[src/cwt_pkg.sv]
// Shared constants for the color sensor wait, threshold and status block.
// Assumes a single 250 MHz core clock and an upstream register decoder.
package cwt_pkg;

	// Register offsets on the internal 5-bit register address
	localparam logic [4:0] ADDR_WAIT_INTERVAL = 5'h03;
	localparam logic [4:0] ADDR_LOW_THRESH_LO = 5'h04;
	localparam logic [4:0] ADDR_LOW_THRESH_HI = 5'h05;
	localparam logic [4:0] ADDR_HIGH_THRESH_LO = 5'h06;
	localparam logic [4:0] ADDR_HIGH_THRESH_HI = 5'h07;
	localparam logic [4:0] ADDR_INTERRUPT_FILTER = 5'h0c;
	localparam logic [4:0] ADDR_WAIT_CONFIG = 5'h0d;
	localparam logic [4:0] ADDR_GAIN_CONTROL = 5'h0f;
	localparam logic [4:0] ADDR_PART_IDENTITY = 5'h12;
	localparam logic [4:0] ADDR_SENSOR_STATUS = 5'h13;

	// Field positions
	localparam int LONG_WAIT_BIT = 1;
	localparam int STATUS_INT_BIT = 4;
	localparam int STATUS_VALID_BIT = 0;
	localparam int FILTER_W = 4;
	localparam int GAIN_W = 2;

	// Reset values
	localparam logic [7:0] WAIT_INTERVAL_RST = 8'hff;
	localparam logic [7:0] THRESH_BYTE_RST = 8'h00;
	localparam logic [7:0] HIGH_THRESH_BYTE_RST = 8'hff;
	localparam logic [3:0] FILTER_RST = 4'h0;
	localparam logic [1:0] GAIN_RST = 2'h0;
	// Arbitrary neutral part code, not any real product's value
	localparam logic [7:0] PART_IDENTITY_DEFAULT = 8'h5a;

	// Persistence code mapping
	localparam logic [3:0] FILTER_EVERY = 4'h0;
	localparam logic [3:0] FILTER_LAST_DIRECT = 4'h3;
	localparam logic [5:0] FILTER_STEP = 6'h05;
	localparam logic [5:0] OOR_COUNT_MAX = 6'h3f;

	// Wait timing
	localparam int CLK_MHZ = 250;
	localparam int WAIT_STEP_US = 2400;
	localparam int WAIT_STEP_CYCLES = WAIT_STEP_US * CLK_MHZ;
	localparam int LONG_WAIT_FACTOR = 12;
	localparam logic [8:0] WAIT_STEPS_FULL = 9'h100;

	// Wait timer states
	typedef enum logic [1:0] {
		WT_IDLE = 2'b00,
		WT_RUN = 2'b01,
		WT_DONE = 2'b10
	} cwt_wait_state_t;

endpackage

[src/cwt_threshold_status.sv]
// Wait, threshold, persistence, gain, identity and status registers
// of a color sensor measurement sequencer.
// Assumes an upstream bus decoder on the same clock that presents byte
// register accesses and the interrupt clear command as one-cycle pulses.
`timescale 1ns/1ps
`default_nettype none
module cwt_threshold_status #(
	parameter int WAIT_STEP_CYCLES = cwt_pkg::WAIT_STEP_CYCLES,
	parameter logic [7:0] PART_IDENTITY = cwt_pkg::PART_IDENTITY_DEFAULT,
	parameter int RESULT_W = 16
) (
	input wire logic clk, // Core clock, 250 MHz
	input wire logic rst_b, // Async reset, active low
	input wire logic [4:0] regAddr, // Register address
	input wire logic [7:0] regWrData, // Write byte
	input wire logic regWrEn, // Write strobe
	input wire logic regRdEn, // Read strobe
	output logic [7:0] regRdData, // Read byte, one cycle after strobe
	output logic regRdValid, // Read byte valid pulse
	input wire logic intClearCmd, // Interrupt clear command pulse
	input wire logic interruptEnableBit, // Interrupt enable level
	input wire logic waitEnable, // Wait enable level
	input wire logic measureEnable, // Measurement enable level
	input wire logic resultStrobe, // End of integration pulse
	input wire logic [RESULT_W-1:0] clearResult, // Clear channel result
	input wire logic waitStart, // Start wait interval pulse
	output logic waitBusy, // Wait interval running
	output logic waitDone, // Wait interval finished pulse
	output logic [1:0] analogGainSelect, // Gain code to analog
	output logic [3:0] gainMultiplier, // Gain as 1 4 16 or 60 code
	output logic intPinOut, // Interrupt pin drive level
	output logic intPinOe // Interrupt pin pulled low when high
);

	logic [7:0] waitIntervalSetting_r;
	logic [7:0] lowThreshLo_r;
	logic [7:0] lowThreshHi_r;
	logic [7:0] highThreshLo_r;
	logic [7:0] highThreshHi_r;
	logic [3:0] interruptFilterCount_r;
	logic longWaitSelect_r;
	logic [1:0] analogGainSelect_r;
	logic [3:0] gainMultiplier_r;
	logic [5:0] oorCount_r;
	logic [5:0] oorCount_nxt;
	logic thresholdIntFlag_r;
	logic resultValidFlag_r;
	logic [7:0] regRdData_r;
	logic regRdValid_r;
	logic intPinOe_r;
	logic timerBusy;
	logic timerDone;
	logic waitBusy_r;
	logic waitDone_r;
	logic [15:0] lowThresh;
	logic [15:0] highThresh;
	logic outOfRange;
	logic intFire;
	logic resultTaken;
	logic intSet;
	logic clearTaken;
	logic [7:0] statusByte;

	// Consecutive out-of-range results needed for a filter code
	function automatic logic [5:0] filterNeed(input logic [3:0] code);
		logic [5:0] need;
		need = 6'h00;
		if (code <= cwt_pkg::FILTER_LAST_DIRECT) begin
			need = {2'b00, code};
		end else begin
			need = 6'({2'b00, code} - {2'b00, cwt_pkg::FILTER_LAST_DIRECT}) *
				cwt_pkg::FILTER_STEP;
		end
		return need;
	endfunction

	// Write strobe decoded for one address
	function automatic logic wrHit(input logic en, input logic [4:0] addr,
		input logic [4:0] target);
		return en && (addr == target);
	endfunction

	// Register writes, one process per register, one per threshold byte pair

	always_ff @(posedge clk or negedge rst_b) begin
		if (!rst_b) begin
			waitIntervalSetting_r <= cwt_pkg::WAIT_INTERVAL_RST;
		end else if (wrHit(regWrEn, regAddr, cwt_pkg::ADDR_WAIT_INTERVAL)) begin
			waitIntervalSetting_r <= regWrData;
		end
	end

	always_ff @(posedge clk or negedge rst_b) begin
		if (!rst_b) begin
			lowThreshLo_r <= cwt_pkg::THRESH_BYTE_RST;
			lowThreshHi_r <= cwt_pkg::THRESH_BYTE_RST;
		end else begin
			if (wrHit(regWrEn, regAddr, cwt_pkg::ADDR_LOW_THRESH_LO)) begin
				lowThreshLo_r <= regWrData;
			end
			if (wrHit(regWrEn, regAddr, cwt_pkg::ADDR_LOW_THRESH_HI)) begin
				lowThreshHi_r <= regWrData;
			end
		end
	end

	always_ff @(posedge clk or negedge rst_b) begin
		if (!rst_b) begin
			highThreshLo_r <= cwt_pkg::HIGH_THRESH_BYTE_RST;
			highThreshHi_r <= cwt_pkg::HIGH_THRESH_BYTE_RST;
		end else begin
			if (wrHit(regWrEn, regAddr, cwt_pkg::ADDR_HIGH_THRESH_LO)) begin
				highThreshLo_r <= regWrData;
			end
			if (wrHit(regWrEn, regAddr, cwt_pkg::ADDR_HIGH_THRESH_HI)) begin
				highThreshHi_r <= regWrData;
			end
		end
	end

	always_ff @(posedge clk or negedge rst_b) begin
		if (!rst_b) begin
			interruptFilterCount_r <= cwt_pkg::FILTER_RST;
		end else if (wrHit(regWrEn, regAddr,
			cwt_pkg::ADDR_INTERRUPT_FILTER)) begin
			// Reserved upper nibble is not stored
			interruptFilterCount_r <= regWrData[cwt_pkg::FILTER_W-1:0];
		end
	end

	always_ff @(posedge clk or negedge rst_b) begin
		if (!rst_b) begin
			longWaitSelect_r <= 1'b0;
		end else if (wrHit(regWrEn, regAddr, cwt_pkg::ADDR_WAIT_CONFIG)) begin
			longWaitSelect_r <= regWrData[cwt_pkg::LONG_WAIT_BIT];
		end
	end

	always_ff @(posedge clk or negedge rst_b) begin
		if (!rst_b) begin
			analogGainSelect_r <= cwt_pkg::GAIN_RST;
		end else if (wrHit(regWrEn, regAddr, cwt_pkg::ADDR_GAIN_CONTROL)) begin
			analogGainSelect_r <= regWrData[cwt_pkg::GAIN_W-1:0];
		end
	end

	// Gain multiplier follows the code one cycle later
	always_ff @(posedge clk or negedge rst_b) begin
		if (!rst_b) begin
			gainMultiplier_r <= 4'h0;
		end else begin
			unique case (analogGainSelect_r)
				2'h0: gainMultiplier_r <= 4'h0;
				2'h1: gainMultiplier_r <= 4'h1;
				2'h2: gainMultiplier_r <= 4'h2;
				2'h3: gainMultiplier_r <= 4'h3;
			endcase
		end
	end

	// Threshold comparison

	assign lowThresh = {lowThreshHi_r, lowThreshLo_r};
	assign highThresh = {highThreshHi_r, highThreshLo_r};
	// Strict compares: a result equal to a threshold is in range
	assign outOfRange = (clearResult < lowThresh) ||
		(clearResult > highThresh);

	// Shared terms keep the status bit and the pin in step
	assign resultTaken = measureEnable && resultStrobe;
	assign intSet = intFire && interruptEnableBit;
	// Clear loses to a same-cycle set so no event is missed
	assign clearTaken = intClearCmd && !intSet;

	// Persistence filter

	always_comb begin
		oorCount_nxt = oorCount_r;
		if (!outOfRange) begin
			oorCount_nxt = 6'h00;
		end else if (oorCount_r != cwt_pkg::OOR_COUNT_MAX) begin
			// Saturate rather than wrap so long runs keep firing
			oorCount_nxt = oorCount_r + 6'h01;
		end
	end

	always_ff @(posedge clk or negedge rst_b) begin
		if (!rst_b) begin
			oorCount_r <= 6'h00;
		end else if (!measureEnable) begin
			oorCount_r <= 6'h00;
		end else if (resultStrobe) begin
			oorCount_r <= oorCount_nxt;
		end
	end

	always_comb begin
		intFire = 1'b0;
		if (resultTaken) begin
			if (interruptFilterCount_r == cwt_pkg::FILTER_EVERY) begin
				intFire = 1'b1;
			end else begin
				// Count includes this result, so code one fires at once
				intFire = outOfRange &&
					(oorCount_nxt >= filterNeed(interruptFilterCount_r));
			end
		end
	end

	// Interrupt flag: a new event wins over a same-cycle clear
	always_ff @(posedge clk or negedge rst_b) begin
		if (!rst_b) begin
			thresholdIntFlag_r <= 1'b0;
		end else if (intSet) begin
			thresholdIntFlag_r <= 1'b1;
		end else if (clearTaken) begin
			thresholdIntFlag_r <= 1'b0;
		end
	end

	// Pin mirrors the flag, held until the clear command
	always_ff @(posedge clk or negedge rst_b) begin
		if (!rst_b) begin
			intPinOe_r <= 1'b0;
		end else if (intSet) begin
			intPinOe_r <= 1'b1;
		end else if (clearTaken) begin
			intPinOe_r <= 1'b0;
		end
	end

	// Valid flag sets per integration, drops when measuring stops
	always_ff @(posedge clk or negedge rst_b) begin
		if (!rst_b) begin
			resultValidFlag_r <= 1'b0;
		end else if (resultTaken) begin
			resultValidFlag_r <= 1'b1;
		end else if (!measureEnable) begin
			resultValidFlag_r <= 1'b0;
		end
	end

	// Status byte; no write path exists for it
	always_comb begin
		statusByte = 8'h00;
		statusByte[cwt_pkg::STATUS_INT_BIT] = thresholdIntFlag_r;
		statusByte[cwt_pkg::STATUS_VALID_BIT] = resultValidFlag_r;
	end

	// Read path, unmapped addresses return zero
	// Reserved bits read as zero whatever the host wrote there
	always_ff @(posedge clk or negedge rst_b) begin
		if (!rst_b) begin
			regRdData_r <= 8'h00;
		end else if (regRdEn) begin
			unique case (regAddr)
				cwt_pkg::ADDR_WAIT_INTERVAL: regRdData_r <= waitIntervalSetting_r;
				cwt_pkg::ADDR_LOW_THRESH_LO: regRdData_r <= lowThreshLo_r;
				cwt_pkg::ADDR_LOW_THRESH_HI: regRdData_r <= lowThreshHi_r;
				cwt_pkg::ADDR_HIGH_THRESH_LO: regRdData_r <= highThreshLo_r;
				cwt_pkg::ADDR_HIGH_THRESH_HI: regRdData_r <= highThreshHi_r;
				cwt_pkg::ADDR_INTERRUPT_FILTER:
					regRdData_r <= {4'h0, interruptFilterCount_r};
				cwt_pkg::ADDR_WAIT_CONFIG: begin
					regRdData_r <= 8'h00;
					regRdData_r[cwt_pkg::LONG_WAIT_BIT] <= longWaitSelect_r;
				end
				cwt_pkg::ADDR_GAIN_CONTROL:
					regRdData_r <= {6'h00, analogGainSelect_r};
				cwt_pkg::ADDR_PART_IDENTITY: regRdData_r <= PART_IDENTITY;
				cwt_pkg::ADDR_SENSOR_STATUS: regRdData_r <= statusByte;
				default: regRdData_r <= 8'h00;
			endcase
		end
	end

	always_ff @(posedge clk or negedge rst_b) begin
		if (!rst_b) begin
			regRdValid_r <= 1'b0;
		end else begin
			regRdValid_r <= regRdEn;
		end
	end

	// Wait interval timer

	cwt_wait_timer #(
		.STEP_CYCLES(WAIT_STEP_CYCLES),
		.LONG_FACTOR(cwt_pkg::LONG_WAIT_FACTOR)
	) u_wait_timer (
		.clk(clk),
		.rst_b(rst_b),
		.start(waitStart),
		.waitEnable(waitEnable),
		.waitSetting(waitIntervalSetting_r),
		.longWait(longWaitSelect_r),
		.busy(timerBusy),
		.done(timerDone)
	);

	// Registered copies keep top outputs flop-driven, one cycle late
	always_ff @(posedge clk or negedge rst_b) begin
		if (!rst_b) begin
			waitBusy_r <= 1'b0;
			waitDone_r <= 1'b0;
		end else begin
			waitBusy_r <= timerBusy;
			waitDone_r <= timerDone;
		end
	end

	assign regRdData = regRdData_r;
	assign regRdValid = regRdValid_r;
	assign waitBusy = waitBusy_r;
	assign waitDone = waitDone_r;
	assign analogGainSelect = analogGainSelect_r;
	assign gainMultiplier = gainMultiplier_r;
	// Open drain: level is always low, only the enable moves
	assign intPinOut = 1'b0;
	assign intPinOe = intPinOe_r;

endmodule
`default_nettype wire

[src/cwt_wait_timer.sv]
// Wait interval timer between color measurements.
// Assumes start is a one-cycle pulse from the sequencer on the same clock.
`timescale 1ns/1ps
`default_nettype none
module cwt_wait_timer #(
	parameter int STEP_CYCLES = cwt_pkg::WAIT_STEP_CYCLES,
	parameter int LONG_FACTOR = cwt_pkg::LONG_WAIT_FACTOR
) (
	input wire logic clk, // Core clock
	input wire logic rst_b, // Async reset, active low
	input wire logic start, // Begin a wait interval
	input wire logic waitEnable, // Wait feature on
	input wire logic [7:0] waitSetting, // Two's complement step count
	input wire logic longWait, // Twelvefold stretch
	output logic busy, // Wait in progress
	output logic done // One-cycle end of wait
);
	cwt_pkg::cwt_wait_state_t state_r;
	logic [31:0] preCnt_r;
	logic [3:0] longCnt_r;
	logic [8:0] stepsLeft_r;
	logic longSel_r;
	logic stepTick;
	logic unitTick;

	// Prescaler gives one pulse per base step
	assign stepTick = (state_r == cwt_pkg::WT_RUN) &&
		(preCnt_r == 32'(STEP_CYCLES - 1));
	assign unitTick = stepTick &&
		(!longSel_r || longCnt_r == 4'(LONG_FACTOR - 1));

	always_ff @(posedge clk or negedge rst_b) begin
		if (!rst_b) begin
			state_r <= cwt_pkg::WT_IDLE;
		end else begin
			unique case (state_r)
				cwt_pkg::WT_IDLE: begin
					if (start) begin
						// Disabled wait ends at once, sequencer never stalls
						state_r <= waitEnable ? cwt_pkg::WT_RUN :
							cwt_pkg::WT_DONE;
					end
				end
				cwt_pkg::WT_RUN: begin
					if (!waitEnable || (unitTick && stepsLeft_r == 9'h001)) begin
						state_r <= cwt_pkg::WT_DONE;
					end
				end
				cwt_pkg::WT_DONE: state_r <= cwt_pkg::WT_IDLE;
				default: state_r <= cwt_pkg::WT_IDLE;
			endcase
		end
	end

	always_ff @(posedge clk or negedge rst_b) begin
		if (!rst_b) begin
			preCnt_r <= 32'h0;
			longCnt_r <= 4'h0;
		end else if (state_r != cwt_pkg::WT_RUN || stepTick) begin
			preCnt_r <= 32'h0;
			if (state_r != cwt_pkg::WT_RUN || unitTick) begin
				longCnt_r <= 4'h0;
			end else begin
				longCnt_r <= longCnt_r + 4'h1;
			end
		end else begin
			preCnt_r <= preCnt_r + 32'h1;
		end
	end

	always_ff @(posedge clk or negedge rst_b) begin
		if (!rst_b) begin
			stepsLeft_r <= 9'h0;
			longSel_r <= 1'b0;
		end else if (state_r == cwt_pkg::WT_IDLE && start) begin
			// 0xff gives one step, 0x00 gives 256
			stepsLeft_r <= cwt_pkg::WAIT_STEPS_FULL - {1'b0, waitSetting};
			longSel_r <= longWait;
		end else if (unitTick) begin
			stepsLeft_r <= stepsLeft_r - 9'h001;
		end
	end

	assign busy = (state_r == cwt_pkg::WT_RUN);
	assign done = (state_r == cwt_pkg::WT_DONE);

endmodule
`default_nettype wire

[config.mk]
export PLATFORM = sky130hd
export DESIGN_NAME = cwt_threshold_status
export DESIGN_NICKNAME = d
export VERILOG_FILES = /design/src/cwt_pkg.sv /design/src/cwt_threshold_status.sv /design/src/cwt_wait_timer.sv
export SDC_FILE = /design/constraint.sdc
export NUM_CORES = 1
export LEC_CHECK = 0
export BUFFER_PORTS_ARGS = -buffer_cell sky130_fd_sc_hd__buf_2
export CAP_MARGIN = 20
export CORE_MARGIN = 2
export CORE_UTILIZATION = 50
export CTS_CLUSTER_DIAMETER = 50
export CTS_CLUSTER_SIZE = 14
export DETAILED_ROUTE_END_ITERATION = 8
export PLACE_DENSITY = 0.79
export SLEW_MARGIN = 5
export SYNTH_ARGS = -nofsm -noshare
export SYNTH_HDL_FRONTEND = slang
export SYNTH_SLANG_ARGS = --single-unit
[constraint.sdc]
create_clock -name clk -period 4.5 [get_ports clk]
set_input_delay 0 -clock clk [delete_from_list [all_inputs] [get_ports clk]]
set_output_delay 0 -clock clk [all_outputs]
set_load 0.03 [all_outputs]
==> flow_summary.json, run 1 <==
{
  "final_max_slew_viol_count": 0,
  "antenna_found_initial": 0,
  "synth.top_cell.area_share_pct": 33.6,
  "p_clk_share_pct": 42.1,
  "place.gp.congestion": 0.887,
  "max-vdd-ir-drop_uv": 331,
  "ys_warn_count": 0,
  "syn_area_per_cell_um2": 9.78,
  "critPathSlowestCell": "dlygate4sd3_1",
  "end_kind": "flop",
  "ys_seq_area_share_pct": 42.8,
  "drt-initial-drc-count": 327,
  "worst_pin_slew_ns": 1.02,
  "grt_start_max_net_pins": 60,
  "clkLatencyLatePin_ns": 0.41,
  "r2r-end": "intPinOe",
  "firstDrtPassIters": 5,
  "critPathLaunchType": "flop",
  "grt_overflow": 0,
  "drc": 0,
  "p_leak_nw": 3.61,
  "start_util_pct": 51.6,
  "ctsResizeCount": 0,
  "clkSinkCount": 116,
  "slew_headroom_pct": 31.9,
  "place_ws_ns": 0.886,
  "intPower_mw": 2.67,
  "max-cap-violations": 0,
  "finalClockSkew_ns": 0.0110,
  "synthDistinctLibCells": 58,
  "grt.total_usage_pct": 22.5,
  "cts.reportedPaths.clkPinSlew_ns": 0.06,
  "required_ns": 4.79,
  "seq_power_share_pct": 36.5,
  "die_x_um": 121,
  "ys_seq_elements": 116,
  "min_period_ns": 4.22,
  "synth_area_leader_cell": "dfrtp_1",
  "setup_viol": 0,
  "fin_util_pct": 61.1,
  "fin_setup_tns_ns": 0,
  "critical_path.max_stage_delay_ns": 0.56,
  "synth_edf_count": 0,
  "vias": 5378,
  "final_cells": 959,
  "r2r_cells": 16,
  "syn_inst": 701,
  "rr_startpoint": "highThreshHi_r[3]",
  "die-height_um": 121,
  "hold_slack_ns": 0.0254,
  "grt_pass1_wl_mm": 26.0,
  "htreeDepth": 4,
  "p_switching_mw": 1.02,
  "hpwl_mm": 10.8,
  "arrival_ns": 4.51,
  "worst_path_most_repeated_cell": "a21oi_1",
  "crit_type": "flop to flop",
  "synth-async-reset-ratio_pct": 100,
  "wl_per_cell_um": 16.0,
  "power_density_mw_per_mm2": 454,
  "fp.dieArea_mm2": 0.0147,
  "synthFlopType": "dfrtp_1",
  "grt_pass1_vias": 5339,
  "synth_area_mm2": 0.00686,
  "n_antenna_cell": 0,
  "pin_count": 58,
  "rows": 42,
  "reg2reg_slack_ns": 0.28,
  "crit_end": "intPinOe",
  "crit_path_max_fanout": 8,
  "clock.fmax_mhz": 237,
  "fin_nets": 859,
  "fp.coreArea_mm2": 0.0133,
  "netlist_top_cells_area": "dfrtp_1, dfstp_2, ha_1",
  "pwr-share-comb_pct": 21.4,
  "routed_via_density": 5.61,
  "cp_cell_sequence": "inv_1 -> ha_1 -> a21oi_1 -> o21ai_0 -> a221o_1 -> or3_1 -> a32oi_1 -> buf_4 -> nor2_1 -> ha_1 -> a21oi_1 -> o21ai_0 -> a21o_1 -> a21oi_1 -> o31ai_1 -> dlygate4sd3_1",
  "cts_root_buffer": "clkbuf_16",
  "period_share_pct": 93.7,
  "drive_gt1_share_pct": 21.1,
  "cts_tree": "yes",
  "p_sw_share_pct": 27.6,
  "port_buffers": 54,
  "cts_buffers": 17,
  "wirelength_mm": 15.4,
  "setup_slack_ns": 0.284,
  "hold_path.class": "input port to flop",
  "clk_path_buf_depth": 2,
  "placed_cells": 908,
  "hold_viol_final": 0,
  "ant_nets": 0,
  "rsz0062_at_grt": "no",
  "crit_start": "highThreshHi_r[3]",
  "layout-area-overhead-vs-synth_pct": 18.5,
  "status": "complete, no violations"
}
-- cells in the final DEF (no fill, tap or decap), types with 5 or more instances in the layout --
master / n
a21oi_1: 33
a2bb2oi_1: 5
and4_1: 7
buf_2: 53
bufinv_16: 6
clkbuf_16: 17
dfrtp_1: 92
dfstp_2: 24
dlygate4sd3_1: 19
ha_1: 49
inv_1: 57
mux2_2: 41
mux2i_1: 6
mux4_2: 5
nand2_1: 56
nand2b_1: 6
nand3_1: 32
nand4_1: 18
nor2_1: 62
nor2b_1: 5
nor3_1: 12
nor4_1: 5
o21ai_0: 35
o22ai_1: 9
or3_1: 7
xnor2_1: 17
xor2_1: 32
-- timing repair --
action / CTS / global route
hold buffers: 19 / 0
hold endpoints to repair: 124 / 0
setup buffers: 0 / 0
-- flip-flops by register name (all words and copies together), names as in the netlist, 2 cells and up --
signal	cells
u_wait_timer.preCnt_r	32
u_wait_timer.stepsLeft_r	9
highThreshHi_r	8
highThreshLo_r	8
lowThreshHi_r	8
lowThreshLo_r	8
regRdData	8
waitIntervalSetting_r	8
oorCount_r	6
interruptFilterCount_r	4
u_wait_timer.longCnt_r	4
analogGainSelect	2
gainMultiplier	2
u_wait_timer.state_r	2
-- power groups by stage --
stage / Sequential (mW) / Clock (mW) / Combinational (mW)
after global placement: 1.35 / 0 / 0.739
final: 1.34 / 1.55 / 0.790
after CTS: 1.34 / 1.57 / 0.793
after detailed placement: 1.36 / 0 / 0.763
after global routing: 1.36 / 1.62 / 0.899
after floorplan: 1.33 / 0 / 0.564
-- cell type report --
class,count,area (µm²)
multi-input cells,503,3590
flip-flops and latches,116,2930
repair buffers,75,478
clock buffers,22,484
clock inverters,10,200
inverters,57,214
fillers,1105,5170
well taps,176,220
-- worst max-delay path, delay by kind of cell, from the launching register on --
kind,cells,cell delay (ns)
and+or+nand+nor,2,0.40
buffers and inverters,3,0.88
DFF,1,0.52
adders and majority gates,2,0.57
AOI/OAI and AO/OA,9,1.72
-- kinds of logic (layout without fill, tap and decap cells) --
kind of cell | count (synthesis) | count (layout) | share of synthesized area (%)
buffers and inverters | 84 | 164 | 4.91
adder cells (fa/ha/maj) | 50 | 50 | 9.23
AO/OA/AOI/OAI | 116 | 116 | 10.3
other | 1 | 3 | 0.0547
multiplexers | 52 | 52 | 9.25
AND/OR/NAND/NOR | 233 | 233 | 17.2
XOR/XNOR | 49 | 49 | 6.26
flip-flops | 116 | 116 | 42.8
-- worst min-delay path by stage --
stage,from,to,slack [ns],depth (start not counted)
2_1_floorplan,rst_b,analogGainSelect[0],-0.30,0
3_3_place_gp,rst_b,u_wait_timer.preCnt_r[24],0.10,1
3_5_place_dp,rst_b,u_wait_timer.preCnt_r[24],0.11,1
4_1_cts,regWrEn,longWaitSelect_r,0.01,3
5_1_grt,regWrEn,longWaitSelect_r,0.02,3
6_report,regWrEn,longWaitSelect_r,0.03,3
-- Yosys cell counts, types with 5 or more instances --
master / n
dfrtp_1: 92
nor2_1: 62
inv_1: 57
nand2_1: 56
ha_1: 49
mux2_2: 41
o21ai_0: 35
a21oi_1: 33
nand3_1: 32
xor2_1: 32
dfstp_2: 24
nand4_1: 18
xnor2_1: 17
clkbuf_1: 16
nor3_1: 12
o22ai_1: 9
buf_2: 8
and4_1: 7
or3_1: 7
mux2i_1: 6
nand2b_1: 6
a2bb2oi_1: 5
mux4_2: 5
nor2b_1: 5
nor4_1: 5
-- metrics by stage --
step / area, µm² / power [mW]
floorplan: 6860 / 1.90
global placement: 7250 / 2.09
detailed placement: 7250 / 2.12
CTS: 8120 / 3.70
global route: 8120 / 3.89
finish: 8120 / 3.69
-- layer usage --
layer | routed length [µm] | vias to the layer above | GRT usage (%)
li1 | - | 2614 | -
met1 | 6760 | 2585 | 29.1
met2 | 7550 | 154 | 37.6
met3 | 746 | 25 | 4.89
met4 | 299 | 0 | 7.27
met5 | 0 | - | 0
(Power assumes the default switching activity.)
==> inputs of run 2 (changes only) <==
Settings changed: CORE_ASPECT_RATIO set to 0.5.
==> flow_summary.json, run 2 (synthesized netlist as in run 1, its figures left out) <==
{
  "hold_viol_final": 0,
  "final_common_cell": "dfrtp_1",
  "cpLargestDelayFamily": "compound AO/OA/AOI/OAI gates",
  "r2r-end": "intPinOe",
  "p_clk_share_pct": 40.4,
  "drt-initial-drc-count": 468,
  "min_period_ns": 4.01,
  "vias": 5530,
  "layout-area-overhead-vs-synth_pct": 18.5,
  "antenna_found_initial": 0,
  "arrival_ns": 4.31,
  "die_x_um": 170,
  "max-cap-violations": 0,
  "critical_path.max_stage_delay_ns": 0.55,
  "pin_count": 58,
  "crit_buf_inv": 3,
  "crit_type": "flop to flop",
  "drc": 0,
  "rr_startpoint": "highThreshHi_r[3]",
  "cts_tree": "yes",
  "intPower_mw": 2.54,
  "clkSinkCount": 116,
  "place.gp.congestion": 0.944,
  "required_ns": 4.80,
  "r2r_cells": 17,
  "finalClockSkew_ns": 0.0126,
  "pwr-share-comb_pct": 22.4,
  "grt_pass1_wl_mm": 26.5,
  "htreeDepth": 4,
  "period_share_pct": 89.2,
  "seq_power_share_pct": 37.2,
  "cts_root_buffer": "clkbuf_16",
  "worst_pin_slew_ns": 0.993,
  "top_regs": "u_wait_timer.preCnt_r x32, u_wait_timer.stepsLeft_r x9",
  "hold_path.class": "input port to flop",
  "rsz0062_at_grt": "no",
  "p_sw_share_pct": 29.7,
  "grt_pass1_vias": 5325,
  "reg2reg_slack_ns": 0.49,
  "setup_viol": 0,
  "hpwl_mm": 10.9,
  "drive_gt1_share_pct": 21.1,
  "fin_setup_tns_ns": 0,
  "power_density_mw_per_mm2": 444,
  "grt.total_usage_pct": 23.1,
  "fill_cells": 1024,
  "cp_cell_sequence": "inv_1 -> ha_1 -> a21oi_1 -> o21ai_0 -> a221o_1 -> or3_1 -> a32oi_1 -> buf_4 -> nand2b_1 -> ha_1 -> nand2b_1 -> a21oi_1 -> o21ai_0 -> a21o_1 -> a21oi_1 -> o31ai_1 -> dlygate4sd3_1",
  "p_leak_nw": 3.59,
  "clk_path_buf_depth": 2,
  "max-vdd-ir-drop_uv": 311,
  "status": "complete, no violations",
  "critPathSlowestCell": "dlygate4sd3_1",
  "final_max_slew_viol_count": 0,
  "placed_cells": 908,
  "end_kind": "flop",
  "ant_nets": 0,
  "cp.depth": 17,
  "final_cells": 962,
  "largest_reg_flops": 32,
  "p_switching_mw": 1.07,
  "die-height_um": 86.8,
  "slew_headroom_pct": 33.7,
  "fp.dieArea_mm2": 0.0147,
  "fin_nets": 862,
  "fp.coreArea_mm2": 0.0135,
  "routed_via_density": 5.75,
  "clkLatencyLatePin_ns": 0.41,
  "crit_path_max_fanout": 13,
  "wirelength_mm": 16.3,
  "wl_per_cell_um": 16.9,
  "critPathLaunchType": "flop",
  "grt_overflow": 0,
  "port_buffers": 54,
  "n_antenna_cell": 0,
  "final_cell_mix": "dfrtp_1, nor2_1, inv_1",
  "regMostFlops": "u_wait_timer.preCnt_r",
  "rows": 30,
  "cts_buffers": 17,
  "grt_start_max_net_pins": 81,
  "cts.reportedPaths.clkPinSlew_ns": 0.06,
  "crit_end": "intPinOe",
  "crit_start": "highThreshHi_r[3]",
  "worst_path_most_repeated_cell": "a21oi_1",
  "clock.fmax_mhz": 249,
  "firstDrtPassIters": 7,
  "start_util_pct": 50.9
}
## run 2: cell count changes in the layout (fill, tap and decap cells not counted), sizes merged
cell	delta
buf	+1
clkbuf	-2
bufinv	-2
clkinvlp	+3
dlygate4sd3	+2
clkinv	+1
## run 2: layout make-up
class	instances	area (µm²)	share of cell area [%]
clock buffer	20	457	5.62
clock inverter	12	179	2.20
inverter	57	214	2.63
multi-input combinational	503	3590	44.3
sequential	116	2930	36.1
tap	176	220	2.71
timing repair buffer	78	526	6.47
## run 2: routing by layer
metal / wire length [µm] / up-vias / GRT usage [%] / part of all wire (%)
met3: 893 / 30 / 6.07 / 5.5
met2: 7720 / 160 / 37.7 / 47
li1: - / 2621 / - / -
met4: 305 / 0 / 8.00 / 1.9
met1: 7340 / 2719 / 30.2 / 45
met5: 0 / - / 0 / 0
## run 2: power by group through the flow
stage | clock [mW] | combinational, mW | sequential, mW
floorplan | 0 | 0.564 | 1.33
CTS | 1.48 | 0.806 | 1.34
global placement | 0 | 0.735 | 1.34
detailed placement | 0 | 0.770 | 1.35
finish | 1.46 | 0.808 | 1.34
global route | 1.52 | 0.912 | 1.36
## run 2: timing repair
item | CTS | global route
buffers inserted | 0 | 0
resized for setup | 0 | 0
hold endpoints to repair | 128 | 9
hold buffers | 20 | 1
## run 2: tightest hold or removal path: cells and delay by family
family	cells	cell delay, ns
compound gates	3	0.37
buf+inv	1	0.16
## run 2: stage by stage
stage / util (%) / worst slack, ns / hold slack [ns] / instance area [µm²] / power, mW
finish: 60.3 / 0.487 / 0.161 / 8120 / 3.61
global route: 60.3 / 0.255 / 0.240 / 8120 / 3.79
CTS: 60.0 / 0.517 / 0.142 / 8090 / 3.62
detailed placement: 53.8 / 1.11 / 0.248 / 7250 / 2.12
global placement: 53.8 / 1.16 / 0.234 / 7250 / 2.08
floorplan: - / 1.20 / -0.296 / 6860 / 1.90
## run 2: how the worst min path moves through the flow
stage	slack, ns	to	startpoint	cells after the start
final	0.16	regRdData[4]	regAddr[4]	4
after detailed placement	0.25	waitDone	rst_b	1
after global placement	0.23	waitDone	rst_b	1
after global routing	0.24	regRdData[4]	regAddr[4]	4
after floorplan	-0.30	analogGainSelect[0]	rst_b	0
after CTS	0.14	regRdData[4]	regAddr[4]	4
==> inputs of run 3 (changes only) <==
Settings changed: ABC_AREA set to 1, PLACE_DENSITY 0.79 to 0.78.
==> flow_summary.json, run 3 <==
{
  "status": "complete, no violations",
  "drc": 0,
  "fill_cells": 1247,
  "synth.top_cell.area_share_pct": 31.8,
  "n_antenna_cell": 0,
  "top_regs": "u_wait_timer.preCnt_r x32, u_wait_timer.stepsLeft_r x9",
  "hpwl_mm": 13.0,
  "arrival_ns": 4.05,
  "netlist_top_cells_area": "dfrtp_1, nand2_1, dfstp_2",
  "required_ns": 4.80,
  "grt_overflow": 0,
  "layout-area-overhead-vs-synth_pct": 17.1,
  "period_share_pct": 83.4,
  "wirelength_mm": 18.1,
  "synth_edf_count": 0,
  "clk_path_buf_depth": 2,
  "cp_cell_sequence": "inv_1 -> ha_1 -> ha_1 -> ha_1 -> inv_1 -> fa_1 -> xnor2_1 -> xor2_1 -> nand2_1 -> ha_1 -> nand2_1 -> inv_1 -> o211ai_1 -> o2111ai_1 -> nand2_1 -> nand2_1 -> nand2_1 -> nand2_1 -> dlygate4sd3_1",
  "wl_per_cell_um": 14.8,
  "cts_buffers": 17,
  "antenna_found_initial": 0,
  "fin_nets": 1096,
  "min_period_ns": 3.75,
  "fin_setup_tns_ns": 0,
  "power_density_mw_per_mm2": 437,
  "pin_count": 58,
  "port_buffers": 54,
  "hold_viol_final": 0,
  "hold_path_depth": 4,
  "grt_pass1_wl_mm": 29.6,
  "cts.reportedPaths.clkPinSlew_ns": 0.05,
  "hold_path.class": "input port to flop",
  "cpLargestDelayFamily": "adder cells",
  "clock.fmax_mhz": 266,
  "whs_endpoint": "analogGainSelect[1]",
  "largest_reg_flops": 32,
  "placed_area_mm2": 0.00768,
  "synthFlopType": "dfrtp_1",
  "fp.coreArea_mm2": 0.0143,
  "syn_area_per_cell_um2": 7.76,
  "slew_headroom_pct": 38.7,
  "start_util_pct": 50.6,
  "fp.dieArea_mm2": 0.0155,
  "seqCellArea_mm2": 0.00293,
  "critPathSlowestCell": "dlygate4sd3_1",
  "routed_via_density": 5.37,
  "rsz0062_at_grt": "no",
  "critPathLaunchType": "flop",
  "ys_seq_elements": 116,
  "regMostFlops": "u_wait_timer.preCnt_r",
  "synthDistinctLibCells": 49,
  "final_cell_mix": "nand2_1, inv_1, dfrtp_1",
  "ant_nets": 0,
  "worstHoldStart": "regAddr[4]",
  "vias": 6546,
  "ctsResizeCount": 0,
  "reg2reg_slack_ns": 0.75,
  "p_leak_nw": 4.05,
  "grt_start_max_net_pins": 72,
  "r2r-end": "intPinOe",
  "critical_path.max_stage_delay_ns": 0.54,
  "max-cap-violations": 0,
  "drt-initial-drc-count": 546,
  "max-vdd-ir-drop_uv": 247,
  "htreeDepth": 4,
  "end_kind": "flop",
  "synth_area_leader_cell": "dfrtp_1",
  "cts_root_buffer": "clkbuf_16",
  "crit_buf_inv": 4,
  "grt_pass1_vias": 6242,
  "worst_path_most_repeated_cell": "nand2_1",
  "synth_area_mm2": 0.00724,
  "r2r_cells": 19,
  "final_max_slew_viol_count": 0,
  "multi_input_comb_area_mm2": 0.00369,
  "cts_tree": "yes",
  "place.gp.congestion": 0.950,
  "total_power_mw": 3.70,
  "finalClockSkew_ns": 0.00957,
  "ys_seq_area_share_pct": 40.5,
  "firstDrtPassIters": 5,
  "rr_startpoint": "interruptFilterCount_r[0]",
  "clkSinkCount": 116,
  "syn_inst": 932,
  "yosysMostFrequentCell": "nand2_1",
  "die-height_um": 89.1,
  "final_area_mm2": 0.00847,
  "crit_path_max_fanout": 4,
  "clkLatencyLatePin_ns": 0.42,
  "worst_pin_slew_ns": 0.919,
  "setup_viol": 0,
  "crit_type": "flop to flop",
  "rows": 31,
  "ys_warn_count": 0,
  "grt.total_usage_pct": 24.1,
  "final_common_cell": "nand2_1",
  "crit_start": "interruptFilterCount_r[0]",
  "synth-async-reset-ratio_pct": 100,
  "drive_gt1_share_pct": 15.7,
  "synth_common_cells": "nand2_1, inv_1, dfrtp_1",
  "die_x_um": 174
}
-- run 3: cell types whose count changed after synthesis, sizes merged, moves of 8 or more --
cell | before | now
nand2 | 57 | 232
nor2 | 62 | 90
clkbuf | 16 | 3
nor3 | 12 | 34
xor2 | 32 | 24
nand3 | 32 | 45
o21ai | 36 | 87
inv | 57 | 138
mux2 | 41 | 0
xnor2 | 17 | 4
-- run 3: worst max path at each step --
stage | end | cells past startpoint | slack, ns
after floorplan | intPinOe | 18 | 1.65
after global placement | intPinOe | 18 | 1.51
after detailed placement | intPinOe | 18 | 1.31
after CTS | intPinOe | 19 | 0.75
after global routing | intPinOe | 19 | 0.50
final | intPinOe | 19 | 0.75
-- run 3: logic make-up (layout without fill, tap and decap cells) --
| kind of cell | Yosys count | in the layout | synth area share [%] |
|---|---|---|---|
| adder cells (fa/ha/maj) | 50 | 50 | 8.75 |
| other | 1 | 3 | 0.0518 |
| buffers and inverters | 156 | 242 | 8.59 |
| flip-flops | 116 | 116 | 40.5 |
| XOR/XNOR | 28 | 28 | 3.39 |
| AND/OR/NAND/NOR | 426 | 426 | 26.3 |
| AO/OA/AOI/OAI | 153 | 153 | 12.1 |
| multiplexers | 2 | 2 | 0.277 |
-- run 3: tightest hold or removal path: cells and delay by family --
| kind | cells | cell delay [ns] |
|---|---|---|
| AOI/OAI and AO/OA | 1 | 0.08 |
| and+or+nand+nor | 2 | 0.17 |
| buffers and inverters | 1 | 0.12 |
-- run 3: area by class of cell --
cell class / instances / area share [%]
multi-input cells: 662 / 43.6
repair buffers: 70 / 5.08
clock inverters: 9 / 1.74
clock buffers: 23 / 5.88
inverters: 140 / 6.20
well taps: 198 / 2.92
flip-flops and latches: 116 / 34.6
-- run 3: routing by layer --
layer | vias to the layer above | global-route usage [%] | part of all wire [%]
met5 | - | 0 | 0
met3 | 56 | 5.06 | 5.5
li1 | 3184 | - | -
met1 | 3085 | 29.9 | 44
met4 | 0 | 10.2 | 2.9
met2 | 221 | 42.0 | 48
-- run 3: through the flow --
step           hold slack [ns]  util (%)  instances  setup WS [ns]
6_report               0.00423      59.2       1218          0.747
5_1_grt                 0.0401      59.2       1218          0.500
4_1_cts               0.000582      59.2       1218          0.754
3_5_place_dp             0.192      53.6       1171           1.31
3_3_place_gp             0.178      53.6       1171           1.51
2_1_floorplan           -0.296         -        934           1.65
-- run 3: timing repair --
action / 4_1_cts / 5_1_grt
buffers inserted: 0 / 0
hold buffers: 15 / 0
hold endpoints to repair: 94 / 0
-- run 3: report_power, final --
part	internal (mW)	switching (mW)
registers	1.21	0.113
clock network	0.996	0.481
logic	0.341	0.560
